### src/hw/rgbdp_cfg.svh
// Timing and width constants of the 18-bit RGB data-enable panel link
`ifndef RGBDP_CFG_SVH
`define RGBDP_CFG_SVH
`define RGBDP_COLOR_W 6
`define RGBDP_MCLK_KHZ 50000
`define RGBDP_PCLK_MIN_KHZ 29400
`define RGBDP_PCLK_NOM_KHZ 33260
`define RGBDP_PCLK_MAX_KHZ 42480
// Half period of the generated pixel clock in mclk cycles, rounded up, at least one
`define RGBDP_PCLK_HALF_CYC ((`RGBDP_MCLK_KHZ + 2 * `RGBDP_PCLK_NOM_KHZ - 1) / (2 * `RGBDP_PCLK_NOM_KHZ))
`define RGBDP_LINE_MIN_CLK 1000
`define RGBDP_LINE_NOM_CLK 1056
`define RGBDP_LINE_MAX_CLK 1200
`define RGBDP_ACTIVE_CLK 800
`define RGBDP_GAP_MIN_LINES 10
`define RGBDP_GAP_NOM_LINES 45
`define RGBDP_GAP_MAX_LINES 110
`define RGBDP_ACTIVE_LINES 480
`endif

### src/hw/rgbdp_pkg.sv
// Shared types of the RGB data-enable panel link
package rgbdp_pkg;
   typedef logic [5:0] rgbdp_color_t;
   typedef enum logic {RGBDP_CTRL_IDLE, RGBDP_CTRL_RUN} rgbdp_ctrl_state_t;
   typedef enum logic {RGBDP_PNL_SEEK, RGBDP_PNL_LOCKED} rgbdp_pnl_state_t;
endpackage

### src/hw/rgbdp_if.sv
// Pixel link between display controller and panel
`timescale 1ns/1ps
interface rgbdp_if;
   logic pixel_clock_in;
   logic pixel_valid_strobe;
   rgbdp_pkg::rgbdp_color_t red;
   rgbdp_pkg::rgbdp_color_t green;
   rgbdp_pkg::rgbdp_color_t blue;
   modport ctrl (output pixel_clock_in, output pixel_valid_strobe, output red, output green, output blue);
   modport panel (input pixel_clock_in, input pixel_valid_strobe, input red, input green, input blue);
endinterface

### src/hw/rgbdp_panel.sv
// Panel end: samples the pixel link and rebuilds pixels, lines and frames
`timescale 1ns/1ps
`include "rgbdp_cfg.svh"
module rgbdp_panel #(
   parameter int LINE_MIN = `RGBDP_LINE_MIN_CLK,
   parameter int LINE_MAX = `RGBDP_LINE_MAX_CLK,
   parameter int ACTIVE_CLK = `RGBDP_ACTIVE_CLK,
   parameter int ACTIVE_LINES = `RGBDP_ACTIVE_LINES,
   parameter int GAP_MIN = `RGBDP_GAP_MIN_LINES,
   parameter int GAP_MAX = `RGBDP_GAP_MAX_LINES
) (
   input wire logic mclk,
   input wire logic rst_n,
   rgbdp_if.panel lnk,
   output logic pix_valid,
   output rgbdp_pkg::rgbdp_color_t pix_red,
   output rgbdp_pkg::rgbdp_color_t pix_green,
   output rgbdp_pkg::rgbdp_color_t pix_blue,
   output logic [10:0] pix_x,
   output logic [9:0] pix_y,
   output logic frame_start,
   output logic line_len_err,
   output logic width_err,
   output logic frame_err
);
   localparam logic [17:0] SPAN_SAT = 18'h3FFFF;
   localparam logic [17:0] SPAN_LO = 18'((1 + GAP_MIN) * LINE_MIN);
   localparam logic [17:0] SPAN_HI = 18'((1 + GAP_MAX) * LINE_MAX);
   localparam logic [17:0] LMIN = 18'(LINE_MIN);
   localparam logic [17:0] LMAX = 18'(LINE_MAX);
   localparam logic [10:0] AWID = 11'(ACTIVE_CLK);
   localparam logic [9:0] ALINES = 10'(ACTIVE_LINES);

   logic [19:0] sy1, sy2;
   logic clk_prev, de_prev;
   logic [17:0] span, next_span;
   logic [10:0] act, next_act;
   logic [9:0] lines, next_lines;
   rgbdp_pkg::rgbdp_pnl_state_t state, next_state;
   logic next_pix_valid, next_frame_start, next_line_len_err, next_width_err, next_frame_err;
   rgbdp_pkg::rgbdp_color_t next_red, next_green, next_blue;
   logic [10:0] next_x;
   logic [9:0] next_y;
   logic fall, de_now, de_rise, de_fall;

   // Two-flop synchronisers; only the second stage feeds logic
   always_ff @(posedge mclk) begin
      if (!rst_n) begin
         sy1 <= 20'h00000;
         sy2 <= 20'h00000;
         clk_prev <= 1'b0;
      end else begin
         sy1 <= {lnk.pixel_clock_in, lnk.pixel_valid_strobe, lnk.red, lnk.green, lnk.blue};
         sy2 <= sy1;
         clk_prev <= sy2[19];
      end
   end

   // RL1 falling edge capture
   assign fall = clk_prev & ~sy2[19];
   // RL10 framing from strobe alone
   assign de_now = sy2[18];
   assign de_rise = fall & de_now & ~de_prev;
   assign de_fall = fall & ~de_now & de_prev;

   // Framing, measurement and pixel output
   always_comb begin
      next_state = state;
      next_span = span;
      next_act = act;
      next_lines = lines;
      next_pix_valid = 1'b0;
      next_frame_start = 1'b0;
      next_line_len_err = 1'b0;
      next_width_err = 1'b0;
      next_frame_err = 1'b0;
      next_red = pix_red;
      next_green = pix_green;
      next_blue = pix_blue;
      next_x = pix_x;
      next_y = pix_y;
      if (fall) begin
         next_span = (span == SPAN_SAT) ? span : span + 18'h00001;
         if (de_rise) begin
            next_span = 18'h00001;
            next_act = 11'h000;
            if (span > LMAX) begin
               // Long idle means a blanking gap: a new frame starts
               next_state = rgbdp_pkg::RGBDP_PNL_LOCKED;
               next_frame_start = 1'b1;
               next_lines = 10'h001;
               next_y = 10'h000;
               if (state == rgbdp_pkg::RGBDP_PNL_LOCKED)
                  next_frame_err = (lines != ALINES) || (span < SPAN_LO) || (span > SPAN_HI);
            end else begin
               next_lines = lines + 10'h001;
               next_y = lines;
               if (state == rgbdp_pkg::RGBDP_PNL_LOCKED)
                  next_line_len_err = span < LMIN;
            end
         end
         if (de_now) begin
            // RL7 RL8 RL9 msb-first colour buses
            next_red = sy2[17:12];
            next_green = sy2[11:6];
            next_blue = sy2[5:0];
            next_x = de_rise ? 11'h000 : act;
            next_act = (de_rise ? 11'h000 : act) + 11'h001;
            next_pix_valid = (state == rgbdp_pkg::RGBDP_PNL_LOCKED) || (de_rise && span > LMAX);
         end
         if (de_fall && state == rgbdp_pkg::RGBDP_PNL_LOCKED)
            next_width_err = act != AWID;
      end
   end

   // State registers
   always_ff @(posedge mclk) begin
      if (!rst_n) begin
         state <= rgbdp_pkg::RGBDP_PNL_SEEK;
         de_prev <= 1'b0;
         span <= 18'h00000;
         act <= 11'h000;
         lines <= 10'h000;
         pix_valid <= 1'b0;
         frame_start <= 1'b0;
         line_len_err <= 1'b0;
         width_err <= 1'b0;
         frame_err <= 1'b0;
         pix_red <= 6'h00;
         pix_green <= 6'h00;
         pix_blue <= 6'h00;
         pix_x <= 11'h000;
         pix_y <= 10'h000;
      end else begin
         state <= next_state;
         de_prev <= fall ? de_now : de_prev;
         span <= next_span;
         act <= next_act;
         lines <= next_lines;
         pix_valid <= next_pix_valid;
         frame_start <= next_frame_start;
         line_len_err <= next_line_len_err;
         width_err <= next_width_err;
         frame_err <= next_frame_err;
         pix_red <= next_red;
         pix_green <= next_green;
         pix_blue <= next_blue;
         pix_x <= next_x;
         pix_y <= next_y;
      end
   end
endmodule // rgbdp_panel

### src/flat_wrapper.sv
// flat-port wrapper written by rule: the top's interface ports become plain ports
module rgbdp_panel_flat 
#(
   parameter int LINE_MIN = `RGBDP_LINE_MIN_CLK,
   parameter int LINE_MAX = `RGBDP_LINE_MAX_CLK,
   parameter int ACTIVE_CLK = `RGBDP_ACTIVE_CLK,
   parameter int ACTIVE_LINES = `RGBDP_ACTIVE_LINES,
   parameter int GAP_MIN = `RGBDP_GAP_MIN_LINES,
   parameter int GAP_MAX = `RGBDP_GAP_MAX_LINES
)
  (mclk, rst_n, pix_valid, pix_red, pix_green, pix_blue, pix_x, pix_y, frame_start, line_len_err, width_err, frame_err, lnk_pixel_clock_in, lnk_pixel_valid_strobe, lnk_red, lnk_green, lnk_blue);
  rgbdp_if lnk_i ();
  input wire logic mclk;
  input wire logic rst_n;
  output logic pix_valid;
  output rgbdp_pkg::rgbdp_color_t pix_red;
  output rgbdp_pkg::rgbdp_color_t pix_green;
  output rgbdp_pkg::rgbdp_color_t pix_blue;
  output logic [10:0] pix_x;
  output logic [9:0] pix_y;
  output logic frame_start;
  output logic line_len_err;
  output logic width_err;
  output logic frame_err;
  input wire logic [$bits(lnk_i.pixel_clock_in)-1:0] lnk_pixel_clock_in;
  input wire logic [$bits(lnk_i.pixel_valid_strobe)-1:0] lnk_pixel_valid_strobe;
  input wire logic [$bits(lnk_i.red)-1:0] lnk_red;
  input wire logic [$bits(lnk_i.green)-1:0] lnk_green;
  input wire logic [$bits(lnk_i.blue)-1:0] lnk_blue;
  assign lnk_i.pixel_clock_in = lnk_pixel_clock_in;
  assign lnk_i.pixel_valid_strobe = lnk_pixel_valid_strobe;
  assign lnk_i.red = lnk_red;
  assign lnk_i.green = lnk_green;
  assign lnk_i.blue = lnk_blue;
  rgbdp_panel #(.LINE_MIN(LINE_MIN), .LINE_MAX(LINE_MAX), .ACTIVE_CLK(ACTIVE_CLK), .ACTIVE_LINES(ACTIVE_LINES), .GAP_MIN(GAP_MIN), .GAP_MAX(GAP_MAX)) u_core (.mclk(mclk), .rst_n(rst_n), .lnk(lnk_i), .pix_valid(pix_valid), .pix_red(pix_red), .pix_green(pix_green), .pix_blue(pix_blue), .pix_x(pix_x), .pix_y(pix_y), .frame_start(frame_start), .line_len_err(line_len_err), .width_err(width_err), .frame_err(frame_err));
endmodule
### config.mk
export PLATFORM = sky130hd
export DESIGN_NAME = rgbdp_panel_flat
export DESIGN_NICKNAME = d
export VERILOG_FILES = /design/src/hw/rgbdp_pkg.sv /design/src/hw/rgbdp_if.sv /design/src/hw/rgbdp_panel.sv /design/src/flat_wrapper.sv
export VERILOG_INCLUDE_DIRS = /design/src /design/src/hw
export SDC_FILE = /design/constraint.sdc
export NUM_CORES = 1
export LEC_CHECK = 0
export BUFFER_PORTS_ARGS = -buffer_cell sky130_fd_sc_hd__buf_2
export CORE_UTILIZATION = 62
export DETAILED_ROUTE_END_ITERATION = 8
export PLACE_DENSITY = 0.84
export SETUP_SLACK_MARGIN = 0.1
export SLEW_MARGIN = 25
export SYNTH_ARGS = -nofsm -noshare
export SYNTH_HDL_FRONTEND = slang
export SYNTH_SLANG_ARGS = --single-unit
export TNS_END_PERCENT = 10
### constraint.sdc
create_clock -name mclk -period 3.1 [get_ports mclk]
set_input_delay 0.31 -clock mclk [delete_from_list [all_inputs] [get_ports mclk]]
set_output_delay 0.31 -clock mclk [all_outputs]
set_load 0.03 [all_outputs]
==> flow_metrics.tcl <==
set metrics [dict create \
    synth_flop_cell "dfxtp_1" \
    first_iter_violations 272 \
    tns_ps 0 \
    worst_clock_skew_ps 10.4 \
    power.density_nw_per_um2 578 \
    slew_headroom_pct 35.3 \
    via_per_inst 5.79 \
    worst_ir_drop_vdd_uv 397 \
    endpoint_kind "flop" \
    critPathSlowestCell "or4_4" \
    syn_area_um2 5310 \
    synth.area.top_cells "dfxtp_1 (48%), nand2_1 (7.6%), and2_1 (6.5%), a21boi_0 (4.9%), mux2i_1 (2.5%)" \
    wirelength_um 12400 \
    diodes 0 \
    cp_max_fo 11 \
    synth_compound_area_share_pct 14.2 \
    numCtsBuffers 17 \
    status "complete, no violations" \
    dpl-instance-area_um2 5570 \
    synth_mux_area_share_pct 2.45 \
    finalSetupViolCount 0 \
    regArea_um2 2520 \
    root_buffer "clkbuf_8" \
    grt_setup_unrepaired "no" \
    synth_edf_count 0 \
    multiInputGateArea_um2 2510 \
    cpPeakStageDelay_ps 580 \
    yosysSeqAreaShare_pct 47.5 \
    crit_buf_inv 0 \
    final_common_cell "dfxtp_1" \
    start_util_pct 64.3 \
    die_w_um 94.5 \
    overflow 0 \
    required_ps 3490 \
    p_leak_nw 2.45 \
    layout-drive-gt1-share_pct 17.9 \
    insertion_delay_ps 520 \
    avgSynthCellArea_um2 9.17 \
    drv_slew 0 \
    cts_max_path_buffers 2 \
    final_util_pct 76.6 \
    pin_count 66 \
    route.detailed.drc 0 \
    synth_top_area_share_pct 47.5 \
    finalWeightedCongestion 0.933 \
    crit_arrival_ps 2510 \
    path_cells "nand4_1 -> or4_4 -> or4b_1 -> nor3b_1" \
    rows 33 \
    synth_largest_area_cell "dfxtp_1" \
    hpwl_um 7280 \
    hold_viol_final 0 \
    grt_antenna_before_repair 0 \
    ant_nets 0 \
    cts-resized-gates 0 \
    first_global_vias 4137 \
    grt_max_degree 82 \
    die_h_um 94.5 \
    dr.pass1.iters 5 \
    worstSetupPathType "flop to flop" \
    grt_pass1_wl_um 19900 \
    final_cells 763 \
    cts.htree.levels 4 \
    fillers 558 \
    cts_tree "done" \
    final_cell_mix "dfxtp_1 (126), nand2_1 (107), buf_2 (65)" \
    synth_simple_gate_area_share_pct 28.6 \
    syn_nets 605 \
    ctsHoldBuffers 16 \
    yosys_warnings 0 \
    die_area_um2 8940 \
    min_period_ps 2120 \
    wl_per_cell_um 16.2 \
    vias 4421 \
    p_total_mw 3.65 \
    fmax_mhz 471 \
    area_growth_pct 19.1 \
    portBuffers 65 \
    setup.worst_path.start_class "flop" \
    crit_family "simple AND/OR/NAND/NOR gates" \
    synth-xor-area-share_pct 1.15 \
    final_area_um2 6320 \
    min_path_type "primary input to flop" \
    synth_fa_ha_area_share_pct 0.943 \
    synth_top_family_by_area "simple AND/OR/NAND/NOR gates" \
    synth_async_sr_flop_share_pct 0 \
    tightestPinTransition_ps 962 \
    synth_cell_types 62 \
    min_period_over_period_pct 68.5 \
    drv_cap 0 \
    synthCells 579 \
    design.core.area_um2 8260 \
    cts_sinks 126 \
    grt_use_total_pct 28.8 \
    ys_ff_latch 126 \
    clkSlewWorstSetupHoldPaths_ps 70 \
    nNetsFinal 671 \
    cts_setup_buffers 0 \
    dpl.cell_count 714 \
]
[cells by family after synthesis]
logic type                 Yosys count
AOI/OAI and AO/OA                  103
muxes                               13
adders and majority gates            4
and+or+nand+nor                    279
DFF                                126
xor gates and xnor gates             7
buffers and inverters               47
[state kept, by name, summed over array words and instances (netlist names), 6 cells and up]
register / cells
u_core.pix_x: 11
u_core.pix_blue: 6
u_core.sy2: 20
u_core.pix_green: 6
u_core.sy1: 20
u_core.span: 18
u_core.pix_y: 10
u_core.lines: 10
u_core.act: 11
u_core.pix_red: 6
[report_power, final]
part           switching [mW]  internal [mW]
combinational          0.0424         0.0487
clock                   0.867           1.04
sequential            0.00993           1.64
total                   0.920           2.73
[stage by stage]
stage / setup slack [ps] / hold WS [ps]
CTS: 989 / 1.30
floorplan: 1070 / 412
finish: 975 / 12.1
global placement: 1040 / 414
global route: 826 / 5.48
detailed placement: 1020 / 419
[path summary, 6_finish.rpt]
path	from	endpoint	slack, ps	depth (start not counted)
min	lnk_green[0]	u_core.sy1[6]	10	2
min reg2reg	u_core.sy1[12]	u_core.sy2[12]	430	1
max reg2reg	u_core.span[10]	u_core.span[17]	980	4
max	u_core.span[10]	u_core.span[17]	980	4
[metal layers]
| metal | share of wire, % | track usage [%] | vias up | wire (um) |
|---|---|---|---|---|
| met2 | 49 | 47.4 | 144 | 6130 |
| met3 | 5.1 | 7.25 | 26 | 633 |
| met1 | 44 | 36.6 | 2092 | 5420 |
| met4 | 1.6 | 10.6 | 0 | 203 |
| met5 | 0 | 0 | - | 0 |
| li1 | - | - | 2159 | - |
[synth_stat cells, drive strengths merged, types with 2 or more instances]
| library cell | number |
|---|---|
| nor3b | 6 |
| nand2 | 107 |
| nand3b | 2 |
| or4b | 2 |
| o41ai | 2 |
| nor4b | 3 |
| mux2i | 13 |
| buf | 7 |
| o21ai | 11 |
| and3 | 7 |
| clkbuf | 35 |
| nor4 | 10 |
| nand2b | 11 |
| xor2 | 5 |
| o21a | 4 |
| nand4 | 12 |
| nand4b | 4 |
| xnor2 | 2 |
| ha | 4 |
| a2111o | 2 |
| dfxtp | 126 |
| a21oi | 16 |
| a211o | 2 |
| a211oi | 7 |
| a21boi | 35 |
| or4 | 9 |
| nor3 | 6 |
| nor2 | 11 |
| and4 | 4 |
| nor2b | 2 |
| o211a | 4 |
| nand3 | 21 |
| inv | 5 |
| o31ai | 11 |
| and2 | 56 |
| a31oi | 2 |
[cell type report]
class	count	area share, %
flip-flops and latches	126	39.9
multi-input cells	406	39.8
inverters	5	0.297
clock inverters	15	2.77
repair buffers	89	8.66
clock buffers	17	6.55
well taps	105	2.08
Power figures use the tool's default switching activity.
